<file path="src/hdl/cpu_state_map.vh">
`ifndef CPU_STATE_MAP_VH
`define CPU_STATE_MAP_VH

// Register byte offsets on the AXI4-Lite bus
`define OFS_PSW        8'h00
`define OFS_SP         8'h04
`define OFS_SB         8'h08
`define OFS_BSC        8'h0C
`define OFS_PCON       8'h10
`define OFS_IP         8'h14
`define OFS_STAT       8'h18

// Status word field positions
`define PSW_IS1        7
`define PSW_IS0        6
`define PSW_EMB        5
`define PSW_ERB        4
`define PSW_C          3
`define PSW_WR_MASK    8'hF8

// Power control fields
`define PCON_OSC_OFF   3
`define PCON_DIV4      2'h0
`define PCON_DIV8      2'h1
`define PCON_DIV64     2'h2

// Reset values
`define RST_PSW        8'h00
`define RST_SP         8'h00
`define RST_SB         8'h00
`define RST_BSC        16'h0000
`define RST_PCON       4'h0
`define RST_VECTOR     12'h000

// Program memory map
`define PM_GP_LO       12'h010
`define PM_REF_LO      12'h020
`define PM_REF_HI      12'h07F

// Data memory layout
`define BANK_LOW       4'h0
`define BANK_ONE       4'h1
`define BANK_IO        4'hF
`define BSC_BASE       6'h30
`define WINDOW_SPLIT   8'h80

// Sequencer operations
`define OP_NEXT        3'h0
`define OP_REF         3'h1
`define OP_JUMP        3'h2
`define OP_CALL        3'h3
`define OP_INTR        3'h4
`define OP_RET         3'h5
`define OP_PUSH_SB     3'h6
`define OP_POP_SB      3'h7

// Data access widths
`define W_BIT          2'h0
`define W_NIB          2'h1
`define W_BYTE         2'h2
`define W_BSCBIT       2'h3

// Data access spaces
`define SP_MEM         2'h0
`define SP_REG         2'h1
`define SP_PSW         2'h2

// Arithmetic operations
`define ALU_ADD        3'h0
`define ALU_SUB        3'h1
`define ALU_AND        3'h2
`define ALU_OR         3'h3
`define ALU_XOR        3'h4
`define ALU_RL         3'h5
`define ALU_RR         3'h6

`define AXI_OKAY       2'h0
`define AXI_SLVERR     2'h2

`endif

</file>
<file path="src/hdl/cpu_state_bank.v">
`timescale 1ns/1ns
`default_nettype none
`include "cpu_state_map.vh"

module cpu_state_bank (
  input  wire        aclk,
  input  wire        aresetn,
  input  wire [7:0]  s_axi_awaddr,
  input  wire        s_axi_awvalid,
  output wire        s_axi_awready,
  input  wire [31:0] s_axi_wdata,
  input  wire [3:0]  s_axi_wstrb,
  input  wire        s_axi_wvalid,
  output wire        s_axi_wready,
  output reg  [1:0]  s_axi_bresp,
  output reg         s_axi_bvalid,
  input  wire        s_axi_bready,
  input  wire [7:0]  s_axi_araddr,
  input  wire        s_axi_arvalid,
  output wire        s_axi_arready,
  output reg  [31:0] s_axi_rdata,
  output reg  [1:0]  s_axi_rresp,
  output reg         s_axi_rvalid,
  input  wire        s_axi_rready,
  input  wire        seq_valid,
  output wire        seq_ready,
  input  wire [2:0]  seq_op,
  input  wire [1:0]  instr_len,
  input  wire [11:0] target_addr,
  input  wire [11:0] vector_addr,
  output reg  [11:0] instr_pointer,
  output wire [1:0]  pm_region,
  input  wire        dm_req,
  input  wire        dm_we,
  input  wire [1:0]  dm_space,
  input  wire [1:0]  dm_width,
  input  wire [7:0]  dm_addr,
  input  wire [1:0]  dm_bit,
  input  wire [3:0]  bsc_index,
  input  wire [7:0]  dm_wdata,
  output reg  [7:0]  dm_rdata,
  output reg         dm_rvalid,
  input  wire        carry_we,
  input  wire        carry_val,
  input  wire        skip_we,
  input  wire [2:0]  skip_val,
  input  wire        alu_req,
  input  wire [2:0]  alu_op,
  input  wire        alu_wide,
  input  wire [7:0]  alu_a,
  input  wire [7:0]  alu_b,
  input  wire        alu_cin,
  output reg  [7:0]  alu_result,
  output reg         alu_cout,
  output reg         alu_done,
  output reg         cpu_tick
);

  reg  [3:0]  mem [0:511];
  reg  [7:0]  psw_q;
  reg  [7:0]  sp_q;
  reg  [7:0]  sb_q;
  reg  [15:0] bsc_q;
  reg  [3:0]  pcon_q;

  ////////////////////////////////////////////////////////////////////////////
  // AXI4-Lite slave

  reg         aw_got_q;
  reg         w_got_q;
  reg  [7:0]  aw_addr_q;
  reg  [31:0] w_data_q;
  reg  [3:0]  w_strb_q;
  wire        wr_fire = aw_got_q && w_got_q && !s_axi_bvalid;
  wire        wr_map  = aw_addr_q == `OFS_PSW || aw_addr_q == `OFS_SP || aw_addr_q == `OFS_SB ||
                        aw_addr_q == `OFS_BSC || aw_addr_q == `OFS_PCON;
  wire        wr_b0   = wr_fire && w_strb_q[0];

  assign s_axi_awready = !aw_got_q;
  assign s_axi_wready  = !w_got_q;
  assign s_axi_arready = !s_axi_rvalid;

  always @(posedge aclk) begin
    if (!aresetn) begin
      aw_got_q     <= 1'b0;
      w_got_q      <= 1'b0;
      aw_addr_q    <= 8'h00;
      w_data_q     <= 32'h0000_0000;
      w_strb_q     <= 4'h0;
      s_axi_bvalid <= 1'b0;
      s_axi_bresp  <= `AXI_OKAY;
    end else begin
      if (s_axi_awvalid && !aw_got_q) begin
        aw_got_q  <= 1'b1;
        aw_addr_q <= {s_axi_awaddr[7:2], 2'b00};
      end
      if (s_axi_wvalid && !w_got_q) begin
        w_got_q  <= 1'b1;
        w_data_q <= s_axi_wdata;
        w_strb_q <= s_axi_wstrb;
      end
      if (wr_fire) begin
        aw_got_q     <= 1'b0;
        w_got_q      <= 1'b0;
        s_axi_bvalid <= 1'b1;
        s_axi_bresp  <= wr_map ? `AXI_OKAY : `AXI_SLVERR;
      end else if (s_axi_bvalid && s_axi_bready) begin
        s_axi_bvalid <= 1'b0;
      end
    end
  end

  ////////////////////////////////////////////////////////////////////////////
  // Stack sequencing

  localparam ST_IDLE = 2'h0;
  localparam ST_PUSH = 2'h1;
  localparam ST_POP  = 2'h2;

  reg  [1:0]  st_q;
  reg  [1:0]  cnt_q;
  reg         sb_only_q;
  reg  [11:0] ret_q;
  reg  [11:0] dest_q;
  reg  [7:0]  pop_lo_q;
  reg  [7:0]  push_byte;
  wire [7:0]  sp_dec  = sp_q - 8'h02;
  wire [8:0]  stk_wr  = {1'b0, sp_dec};
  wire [8:0]  stk_rd  = {1'b0, sp_q};
  wire [7:0]  pop_byte = {mem[stk_rd | 9'h001], mem[stk_rd]};
  wire        seq_go  = seq_valid && seq_ready;

  assign seq_ready = st_q == ST_IDLE;

  // Call/interrupt frame: upper pointer nibble first, status word last
  always @* begin
    case (cnt_q)
      2'h2:    push_byte = {4'h0, ret_q[11:8]};
      2'h1:    push_byte = ret_q[7:0];
      default: push_byte = sb_only_q ? sb_q : psw_q;
    endcase
  end

  always @(posedge aclk) begin
    if (!aresetn) begin
      st_q          <= ST_IDLE;
      cnt_q         <= 2'h0;
      sb_only_q     <= 1'b0;
      ret_q         <= 12'h000;
      dest_q        <= 12'h000;
      pop_lo_q      <= 8'h00;
      instr_pointer <= `RST_VECTOR;
    end else begin
      case (st_q)
        ST_IDLE: begin
          if (seq_go) begin
            sb_only_q <= 1'b0;
            case (seq_op)
              `OP_NEXT: instr_pointer <= instr_pointer + {10'h000, instr_len};
              `OP_REF:  instr_pointer <= instr_pointer;
              `OP_JUMP: instr_pointer <= target_addr;
              `OP_CALL: begin
                ret_q  <= instr_pointer + {10'h000, instr_len};
                dest_q <= target_addr;
                cnt_q  <= 2'h2;
                st_q   <= ST_PUSH;
              end
              `OP_INTR: begin
                ret_q  <= instr_pointer;
                dest_q <= vector_addr;
                cnt_q  <= 2'h2;
                st_q   <= ST_PUSH;
              end
              `OP_RET: begin
                cnt_q <= 2'h2;
                st_q  <= ST_POP;
              end
              `OP_PUSH_SB: begin
                sb_only_q <= 1'b1;
                cnt_q     <= 2'h0;
                st_q      <= ST_PUSH;
              end
              default: begin
                sb_only_q <= 1'b1;
                cnt_q     <= 2'h0;
                st_q      <= ST_POP;
              end
            endcase
          end
        end
        ST_PUSH: begin
          cnt_q <= cnt_q - 2'h1;
          if (cnt_q == 2'h0) begin
            st_q <= ST_IDLE;
            if (!sb_only_q) begin
              instr_pointer <= dest_q;
            end
          end
        end
        ST_POP: begin
          cnt_q <= cnt_q - 2'h1;
          if (cnt_q == 2'h1) begin
            pop_lo_q <= pop_byte;
          end
          if (cnt_q == 2'h0) begin
            st_q <= ST_IDLE;
            if (!sb_only_q) begin
              instr_pointer <= {pop_byte[3:0], pop_lo_q};
            end
          end
        end
        default: st_q <= ST_IDLE;
      endcase
    end
  end

  // Pop order is reverse of push: status/bank byte, then pointer low, then high
  wire pop_status = st_q == ST_POP && (sb_only_q ? 1'b1 : cnt_q == 2'h2);

  assign pm_region = instr_pointer < `PM_GP_LO  ? 2'h0 :
                     instr_pointer < `PM_REF_LO ? 2'h1 :
                     instr_pointer <= `PM_REF_HI ? 2'h2 : 2'h3;

  ////////////////////////////////////////////////////////////////////////////
  // Data access decode

  wire       bank_span_enable     = psw_q[`PSW_EMB];
  wire [3:0] memory_bank_select     = sb_q[7:4];
  wire [1:0] reg_bnk = psw_q[`PSW_ERB] ? sb_q[1:0] : 2'h0;
  wire       byte_w  = dm_width == `W_BYTE;
  wire [7:0] lo_addr = byte_w ? {dm_addr[7:1], 1'b0} : dm_addr;
  wire [3:0] bank    = bank_span_enable ? memory_bank_select : (dm_addr < `WINDOW_SPLIT ? `BANK_LOW : `BANK_IO);
  wire       is_reg  = dm_space == `SP_REG;
  wire       is_psw  = dm_space == `SP_PSW;
  wire       ram_hit = is_reg || (dm_space == `SP_MEM && (bank == `BANK_LOW || bank == `BANK_ONE));
  wire       bsc_hit = dm_width == `W_BSCBIT ||
                       (dm_space == `SP_MEM && bank == `BANK_IO && dm_addr[7:2] == `BSC_BASE);
  wire [8:0] nib0    = is_reg ? {4'h0, reg_bnk, dm_addr[2:1], byte_w ? 1'b0 : dm_addr[0]}
                              : {bank == `BANK_ONE, lo_addr};
  wire [8:0] nib1    = nib0 | 9'h001;
  wire [3:0] ram_old = mem[nib0];
  wire [1:0] bsc_sel = byte_w ? {dm_addr[1], 1'b0} : dm_addr[1:0];
  wire [3:0] bsc_n0  = bsc_q[{bsc_sel, 2'b00} +: 4];
  wire [3:0] bsc_n1  = bsc_q[{bsc_sel | 2'h1, 2'b00} +: 4];
  wire [3:0] psw_nib = dm_addr[0] ? psw_q[3:0] : psw_q[7:4];
  wire [3:0] new0    = dm_width == `W_BIT ? (ram_old & ~(4'h1 << dm_bit)) | ({3'h0, dm_wdata[0]} << dm_bit)
                                          : dm_wdata[3:0];
  wire       dm_wr   = dm_req && dm_we;

  always @(posedge aclk) begin
    if (st_q == ST_PUSH) begin
      mem[stk_wr]          <= push_byte[3:0];
      mem[stk_wr | 9'h001] <= push_byte[7:4];
    end else if (dm_wr && ram_hit) begin
      mem[nib0] <= new0;
      if (byte_w) begin
        mem[nib1] <= dm_wdata[7:4];
      end
    end
  end

  always @(posedge aclk) begin
    if (!aresetn) begin
      dm_rdata  <= 8'h00;
      dm_rvalid <= 1'b0;
    end else begin
      dm_rvalid <= dm_req && !dm_we;
      if (dm_req && !dm_we) begin
        if (is_psw) begin
          // Skip flags only show through a byte read
          dm_rdata <= byte_w ? psw_q : {4'h0, dm_addr[0] ? {psw_nib[3], 3'h0} : psw_nib};
        end else if (dm_width == `W_BSCBIT) begin
          dm_rdata <= {7'h00, bsc_q[bsc_index]};
        end else if (bsc_hit) begin
          dm_rdata <= byte_w ? {bsc_n1, bsc_n0} : {7'h00, dm_width == `W_BIT ? bsc_n0[dm_bit] : 1'b0} |
                      (dm_width == `W_NIB ? {4'h0, bsc_n0} : 8'h00);
        end else if (ram_hit) begin
          dm_rdata <= byte_w ? {mem[nib1], ram_old} :
                      dm_width == `W_BIT ? {7'h00, ram_old[dm_bit]} : {4'h0, ram_old};
        end else begin
          dm_rdata <= 8'h00;
        end
      end
    end
  end

  ////////////////////////////////////////////////////////////////////////////
  // Control registers; hardware updates win over bus writes

  wire [3:0] psw_wn  = dm_width == `W_BIT ? (psw_nib & ~(4'h1 << dm_bit)) | ({3'h0, dm_wdata[0]} << dm_bit)
                                          : dm_wdata[3:0];
  wire       psw_dmw = dm_wr && is_psw && !byte_w;

  always @(posedge aclk) begin
    if (!aresetn) begin
      psw_q <= `RST_PSW;
    end else begin
      if (pop_status && !sb_only_q) begin
        psw_q <= pop_byte;
      end else begin
        if (psw_dmw && !dm_addr[0]) begin
          psw_q[7:4] <= psw_wn;
        end else if (wr_b0 && aw_addr_q == `OFS_PSW) begin
          psw_q[7:4] <= w_data_q[7:4];
        end
        if (carry_we) begin
          psw_q[`PSW_C] <= carry_val;
        end else if (psw_dmw && dm_addr[0]) begin
          psw_q[`PSW_C] <= psw_wn[3];
        end else if (wr_b0 && aw_addr_q == `OFS_PSW) begin
          psw_q[`PSW_C] <= w_data_q[`PSW_C];
        end
        if (skip_we) begin
          psw_q[2:0] <= skip_val;
        end
      end
    end
  end

  always @(posedge aclk) begin
    if (!aresetn) begin
      sp_q <= `RST_SP;
      sb_q <= `RST_SB;
    end else begin
      if (st_q == ST_PUSH) begin
        sp_q <= sp_dec;
      end else if (st_q == ST_POP) begin
        sp_q <= sp_q + 8'h02;
      end else if (wr_b0 && aw_addr_q == `OFS_SP) begin
        sp_q <= {w_data_q[7:1], 1'b0};
      end
      if (pop_status && sb_only_q) begin
        sb_q <= pop_byte;
      end else if (wr_b0 && aw_addr_q == `OFS_SB) begin
        sb_q <= {w_data_q[7:4], 2'h0, w_data_q[1:0]};
      end
    end
  end

  // Bit carrier: direct nibble/byte, single bit, or indexed bit
  always @(posedge aclk) begin
    if (!aresetn) begin
      bsc_q <= `RST_BSC;
    end else if (dm_wr && dm_width == `W_BSCBIT) begin
      bsc_q[bsc_index] <= dm_wdata[0];
    end else if (dm_wr && bsc_hit) begin
      if (dm_width == `W_BIT) begin
        bsc_q[{bsc_sel, dm_bit}] <= dm_wdata[0];
      end else begin
        bsc_q[{bsc_sel, 2'b00} +: 4] <= dm_wdata[3:0];
        if (byte_w) begin
          bsc_q[{bsc_sel | 2'h1, 2'b00} +: 4] <= dm_wdata[7:4];
        end
      end
    end else if (wr_fire && aw_addr_q == `OFS_BSC) begin
      if (w_strb_q[0]) begin
        bsc_q[7:0] <= w_data_q[7:0];
      end
      if (w_strb_q[1]) begin
        bsc_q[15:8] <= w_data_q[15:8];
      end
    end
  end

  ////////////////////////////////////////////////////////////////////////////
  // CPU clock divider

  reg [5:0] div_q;
  wire [5:0] div_top = pcon_q[1:0] == `PCON_DIV8  ? 6'h07 :
                       pcon_q[1:0] == `PCON_DIV64 ? 6'h3F : 6'h03;

  always @(posedge aclk) begin
    if (!aresetn) begin
      pcon_q   <= `RST_PCON;
      div_q    <= 6'h00;
      cpu_tick <= 1'b0;
    end else begin
      if (wr_b0 && aw_addr_q == `OFS_PCON) begin
        pcon_q <= w_data_q[3:0];
        div_q  <= 6'h00;
      end else if (pcon_q[`PCON_OSC_OFF]) begin
        div_q <= 6'h00;
      end else begin
        div_q <= div_q >= div_top ? 6'h00 : div_q + 6'h01;
      end
      cpu_tick <= !pcon_q[`PCON_OSC_OFF] && div_q >= div_top;
    end
  end

  ////////////////////////////////////////////////////////////////////////////
  // Arithmetic unit: wide operations hold one extra cycle

  reg        alu_wait_q;
  reg  [8:0] alu_calc;

  always @* begin
    case (alu_op)
      `ALU_ADD: alu_calc = {1'b0, alu_a} + {1'b0, alu_b} + {8'h00, alu_cin};
      `ALU_SUB: alu_calc = {1'b0, alu_a} - {1'b0, alu_b} - {8'h00, alu_cin};
      `ALU_AND: alu_calc = {1'b0, alu_a & alu_b};
      `ALU_OR:  alu_calc = {1'b0, alu_a | alu_b};
      `ALU_XOR: alu_calc = {1'b0, alu_a ^ alu_b};
      `ALU_RL:  alu_calc = alu_wide ? {alu_a[7], alu_a[6:0], alu_a[7]} : {5'h00, alu_a[2:0], alu_a[3]};
      `ALU_RR:  alu_calc = alu_wide ? {alu_a[0], alu_a[0], alu_a[7:1]} : {5'h00, alu_a[0], alu_a[3:1]};
      default:  alu_calc = 9'h000;
    endcase
  end

  always @(posedge aclk) begin
    if (!aresetn) begin
      alu_result <= 8'h00;
      alu_cout   <= 1'b0;
      alu_done   <= 1'b0;
      alu_wait_q <= 1'b0;
    end else begin
      alu_done   <= (alu_req && !alu_wide && !alu_wait_q) || alu_wait_q;
      alu_wait_q <= alu_req && alu_wide && !alu_wait_q;
      if (alu_req && !alu_wait_q) begin
        alu_result <= alu_wide ? alu_calc[7:0] : {4'h0, alu_calc[3:0]};
        alu_cout   <= alu_wide ? alu_calc[8] :
                      (alu_op == `ALU_ADD ? (alu_a[3:0] + alu_b[3:0] + {3'h0, alu_cin}) > 5'h0F :
                       alu_op == `ALU_SUB ? {1'b0, alu_a[3:0]} < ({1'b0, alu_b[3:0]} + {4'h0, alu_cin}) :
                       alu_op == `ALU_RR ? alu_a[0] : alu_op == `ALU_RL ? alu_a[3] : 1'b0);
      end
    end
  end

  ////////////////////////////////////////////////////////////////////////////
  // Register read port

  always @(posedge aclk) begin
    if (!aresetn) begin
      s_axi_rvalid <= 1'b0;
      s_axi_rdata  <= 32'h0000_0000;
      s_axi_rresp  <= `AXI_OKAY;
    end else if (s_axi_arvalid && !s_axi_rvalid) begin
      s_axi_rvalid <= 1'b1;
      s_axi_rresp  <= `AXI_OKAY;
      case ({s_axi_araddr[7:2], 2'b00})
        `OFS_PSW:  s_axi_rdata <= {24'h000000, psw_q};
        `OFS_SP:   s_axi_rdata <= {24'h000000, sp_q};
        `OFS_SB:   s_axi_rdata <= {24'h000000, sb_q};
        `OFS_BSC:  s_axi_rdata <= {16'h0000, bsc_q};
        `OFS_PCON: s_axi_rdata <= {28'h0000000, pcon_q};
        `OFS_IP:   s_axi_rdata <= {20'h00000, instr_pointer};
        `OFS_STAT: s_axi_rdata <= {26'h0000000, pm_region, st_q, 2'h0};
        default: begin
          s_axi_rdata <= 32'h0000_0000;
          s_axi_rresp <= `AXI_SLVERR;
        end
      endcase
    end else if (s_axi_rvalid && s_axi_rready) begin
      s_axi_rvalid <= 1'b0;
    end
  end

endmodule
`default_nettype wire

</file>
<file path="config.mk">
export PLATFORM = sky130hd
export DESIGN_NAME = cpu_state_bank
export DESIGN_NICKNAME = d
export VERILOG_FILES = /design/src/hdl/cpu_state_bank.v
export VERILOG_INCLUDE_DIRS = /design/src /design/src/hdl
export SDC_FILE = /design/constraint.sdc
export NUM_CORES = 2
export LEC_CHECK = 0
export BUFFER_PORTS_ARGS = -buffer_cell sky130_fd_sc_hd__buf_2
export CORE_ASPECT_RATIO = 0.5
export CORE_MARGIN = 2
export CORE_UTILIZATION = 30
export DETAILED_ROUTE_END_ITERATION = 16
export MAX_ROUTING_LAYER = met4
export PLACE_DENSITY = 0.55
export REMOVE_ABC_BUFFERS = 1
export SETUP_SLACK_MARGIN = 0.5
export SLEW_MARGIN = 20
export SYNTH_ARGS = -nofsm -noshare
export SYNTH_HDL_FRONTEND = slang
export SYNTH_SLANG_ARGS = --single-unit
export TNS_END_PERCENT = 20
</file>
<file path="constraint.sdc">
create_clock -name aclk -period 7.8 [get_ports aclk]
set_input_delay 0 -clock aclk [delete_from_list [all_inputs] [get_ports aclk]]
set_output_delay 0 -clock aclk [all_outputs]
set_load 0.03 [all_outputs]
</file>
==> summary by stage <==
Clocking
The number of buffers created by CTS is 231. In this run the deepest clock path goes through 4 buffers. For the worst-skew pair, the clock arrives at the later sink with an insertion delay of 0.96 ns.

The number of gates resized after CTS was 0. The tree is rooted in a sky130_fd_sc_hd__clkbuf_16. In this run the post-CTS setup repair buffer count came out at 0. After clock tree synthesis, the clock-pin slew on the worst setup and hold paths is roughly 0.07 ns. The CTS tree is done. CTS built an H-tree with a depth of 4. Counting every sink on the clock net gives 2222. After clock tree synthesis, the flow added hold-fix buffers numbering 276.

GRT
After global routing the overflow that remains totals 0. The global-route total usage across every layer is 0.219. The number of antenna violations at the first check in global routing is 31. The largest net degree at the start of global routing is between 150 and 200. The global-route wire length before repair is between 600000 and 700000 um.

The number of global-route vias before repair is roughly 81k.

Synth
The fraction of registers with async set/reset is 0. The most frequently used flop master after synthesis is sky130_fd_sc_hd__edfxtp_1. In this run the cell area of the synthesized design comes to 118000 um2. The number of distinct library cell variants in the gate-level netlist after synthesis is 86. The count of state elements after synthesis is 2222. The cell count after synthesis is 9098. The post-synthesis average cell area is approximately 13 um2. The fraction of the yosys area taken by sequential cells is 0.552. The number of enable flip-flop cells after synthesis is 2048. Yosys printed 0 warnings.

STA
The final period demand of the worst path is 6.77 ns. The final worst-path cycle share is 0.868. Setup violations remaining at the end of the flow were counted as 0. Summed over all failing endpoints, the final setup total negative slack is 0 ns.

For this run, the top clock speed supported by timing is approximately 0.15 GHz. The worst setup skew after layout is 0.0877 ns. Setup repair after global routing left no endpoint under its margin. The slew at the pin closest to its max-slew limit is 1.32 ns. The final-report max-slew violation count is 0. Headroom to the max-slew limit came out at 0.113. The worst hold margin is 0.0588 ns. The number of hold-slack violations in the final timing report is 0. The least setup slack across all paths after layout is 1.03 ns.

Floorplanning
For this design the top-level I/O count stands at 221. In this run the vertical extent of the chip is 447 um. The floorplan core area is slightly below 400000 um2. The die is 890 um wide. The placement row count is between 150 and 200.

The effective utilization at floorplan is 0.302. The full die area is 397000 um2.

Power and ir drop
The cell-internal power is 22.7 mW. The total power divided by cell area is 246 nW/um2. The share of total power in sequential cells is 0.440. The switching share of power is 0.309.

The worst-case IR drop observed on VDD is 0.307 mV. The leakage power summed over all cells is 43.7 nW. The overall power consumption is 32.8 mW. The proportion of power drawn by the clock network is 0.340.

The switching component of the power is slightly above 10 mW. The combinational share of power is 0.220.

Place
The HPWL after detailed placement is roughly 280000 um. Counting tap cells, the placed design contains a total of 13.9k instances. The last weighted congestion value of the routability-driven placer is 0.976. Timing analysis after detailed placement gives a worst setup slack of 1.44 ns. The quantity of I/O buffers inserted on ports is 180.

Worst setup path
Counting cells, the worst reg-to-reg path comes to 12. The critical path arrival is 7.32 ns. The capture point of the critical path is mem[48][1].

The startpoint identified for the worst register-to-register timing path is psw_q[4]. The largest fanout on the critical path is around 120. The endpoint of the worst-slack reg-to-reg timing path is mem[48][1].

The startpoint kind of the worst setup timing path is a register. STA puts the critical path data required time at 8.35 ns. The critical path is of the register to register type. In this run the worst setup path begins at psw_q[4]. The capturing element type of the critical path is a register. The flop-to-flop setup slack is between 1 and 1.5 ns.

Routing
The remaining routing DRC violations is 0. The routed layout has around 85k vias. The mean number of vias per cell is 5.81. Dividing the detail-routed wire length by the instance count gives about 30 um.

The total wire length after detailed routing is between 400000 and 500000 um. The first routing iteration left 13.7k violations. The remaining antenna violation count after routing is 0.

The first TritonRoute pass finished after 8 iterations.

Run status
The flow ran to the end, and the final reports show no timing, DRC or antenna violations.

Final layout
Once layout is complete, the cells apart from fillers number between 10k and 15k. The number of nets in the finished design is 9418. Of the cells placed in the final design, the portion with a size suffix greater than 1 is 0.194. The synthesis-to-layout area growth is 13.6%.

Flow run
The count of max-cap constraint violations is 0.

Worst hold path
Along the worst hold path, the cell count comes to 4. The tightest min-delay check is of the input port to register type.
==> layout by cell type (no fill, tap or decap), types with 22 or more instances in the layout <==
master / n
sky130_fd_sc_hd__a211oi_1: 71
sky130_fd_sc_hd__a21oi_1: 552
sky130_fd_sc_hd__a21oi_2: 128
sky130_fd_sc_hd__a221oi_1: 40
sky130_fd_sc_hd__a22oi_1: 56
sky130_fd_sc_hd__a311oi_1: 42
sky130_fd_sc_hd__a31oi_1: 53
sky130_fd_sc_hd__a32oi_1: 22
sky130_fd_sc_hd__and2_1: 25
sky130_fd_sc_hd__and3_1: 51
sky130_fd_sc_hd__buf_12: 40
sky130_fd_sc_hd__buf_2: 178
sky130_fd_sc_hd__buf_4: 169
sky130_fd_sc_hd__clkbuf_1: 42
sky130_fd_sc_hd__clkbuf_16: 233
sky130_fd_sc_hd__clkinv_1: 47
sky130_fd_sc_hd__clkinv_2: 48
sky130_fd_sc_hd__dfxtp_1: 168
sky130_fd_sc_hd__diode_2: 31
sky130_fd_sc_hd__dlygate4sd3_1: 276
sky130_fd_sc_hd__edfxtp_1: 2048
sky130_fd_sc_hd__ha_1: 59
sky130_fd_sc_hd__inv_1: 68
sky130_fd_sc_hd__mux2i_1: 432
sky130_fd_sc_hd__mux4_2: 864
sky130_fd_sc_hd__nand2_1: 1079
sky130_fd_sc_hd__nand3_1: 179
sky130_fd_sc_hd__nand4_1: 41
sky130_fd_sc_hd__nor2_1: 1137
sky130_fd_sc_hd__nor2b_1: 28
sky130_fd_sc_hd__nor3_1: 75
sky130_fd_sc_hd__o211ai_1: 22
sky130_fd_sc_hd__o21ai_0: 473
sky130_fd_sc_hd__o21ai_1: 70
sky130_fd_sc_hd__o22ai_1: 106
sky130_fd_sc_hd__xnor2_1: 24
sky130_fd_sc_hd__xor2_1: 24
==> final cells by class <==
type,count,area (um2)
fillers,37900,256000
repair buffers,668,5840
diodes,31,77.6
well taps,5248,6570
flip-flops and latches,2222,65000
multi-input cells,6009,48500
inverters,77,325
clock buffers,279,6030
clock inverters,138,1270
==> routing by layer <==
metal	share of wire	global-route usage
met4	0.056	0.102
met3	0.12	0.0599
met1	0.38	0.277
met5	0	-
met2	0.45	0.326
==> registers in the layout (all words and copies together), names as in the netlist, 6 cells and up, named ones only <==
| name | cells |
|---|---|
| mem | 2048 |
| s_axi_rdata | 16 |
| w_data_q | 16 |
| dest_q | 12 |
| instr_pointer | 12 |
| ret_q | 12 |
| alu_result | 8 |
| bsc_q | 8 |
| dm_rdata | 8 |
| pop_lo_q | 8 |
| psw_q | 8 |
| sb_q | 8 |
| sp_q | 8 |
| aw_addr_q | 6 |
| div_q | 6 |
==> worst min path at each step <==
| stage | start | end | slack, ns |
|---|---|---|---|
| 2_1_floorplan | s_axi_awvalid | aw_got_q | 0.12 |
| 3_3_place_gp | s_axi_awaddr[4] | aw_addr_q[4] | 0.24 |
| 3_5_place_dp | s_axi_awvalid | aw_got_q | 0.24 |
| 4_1_cts | dm_space[0] | dm_rdata[4] | 0.009 |
| 5_1_grt | skip_we | psw_q[1] | 0.07 |
| 6_report | dm_space[0] | dm_rdata[4] | 0.06 |
==> per-stage QoR <==
stage | util | instance area, um2
finish | 0.343 | 134000
global route | 0.343 | 134000
CTS | 0.342 | 134000
detailed placement | 0.317 | 123000
global placement | 0.316 | 123000
floorplan | - | 113000
==> cells in the mapped netlist (all sizes together) (19+ instances only) <==
cell       n  share of area
xnor2     24         0.0018
a21oi    681          0.033
nand3    179         0.0076
xor2      24         0.0018
and3      51         0.0027
nor2    1155          0.037
nand4     41         0.0022
buf      356          0.022
nand2b    22         0.0012
a31oi     53         0.0028
o211ai    22         0.0014
nor2b     31         0.0016
and2      25         0.0013
nand2   1100          0.035
nor3      80         0.0034
a221oi    40         0.0030
a211oi    71         0.0045
mux4     885           0.17
a22oi     56         0.0036
a311oi    42         0.0031
o21a      19         0.0012
o21ai    552          0.024
edfxtp  2048           0.52
mux2i    432          0.037
inv       73         0.0023
dfxtp    174          0.030
o22ai    108         0.0058
clkbuf   449          0.014
ha        59         0.0063
a32oi     22         0.0016
==> critical path, stage by stage (launching register included) <==
cell                       delay [ns]
sky130_fd_sc_hd__dfxtp_1         0.55
sky130_fd_sc_hd__nand4b_1        0.74
sky130_fd_sc_hd__a21boi_4        0.41
sky130_fd_sc_hd__buf_12          0.33
sky130_fd_sc_hd__nor2_2          1.04
sky130_fd_sc_hd__a22oi_1         0.20
sky130_fd_sc_hd__a21oi_1         0.27
sky130_fd_sc_hd__o32a_1          0.39
sky130_fd_sc_hd__nand4_1         0.34
sky130_fd_sc_hd__nor3_1          0.46
sky130_fd_sc_hd__o21ai_4         0.18
sky130_fd_sc_hd__inv_8           0.52
sky130_fd_sc_hd__buf_4           0.73
==> power by group through the flow <==
stage	registers [mW]	logic [mW]	clock network, mW
3_3_place_gp	14.7	6.74	0
2_1_floorplan	14.9	4.47	0
6_report	14.5	7.21	11.2
5_1_grt	14.5	7.53	11.7
3_5_place_dp	14.7	6.90	0
4_1_cts	14.4	7.03	11.2
==> logic make-up after synthesis <==
family	Yosys count	synth area share
AO/OA/AOI/OAI	1812	0.0947
XOR/XNOR	48	0.00357
adder cells (fa/ha/maj)	64	0.00713
buffers and inverters	884	0.0387
flip-flops	2222	0.552
multiplexers	1330	0.208
other	1	0.0000319
AND/OR/NAND/NOR	2737	0.0954
No activity file was read; power rests on OpenSTA's default activity.
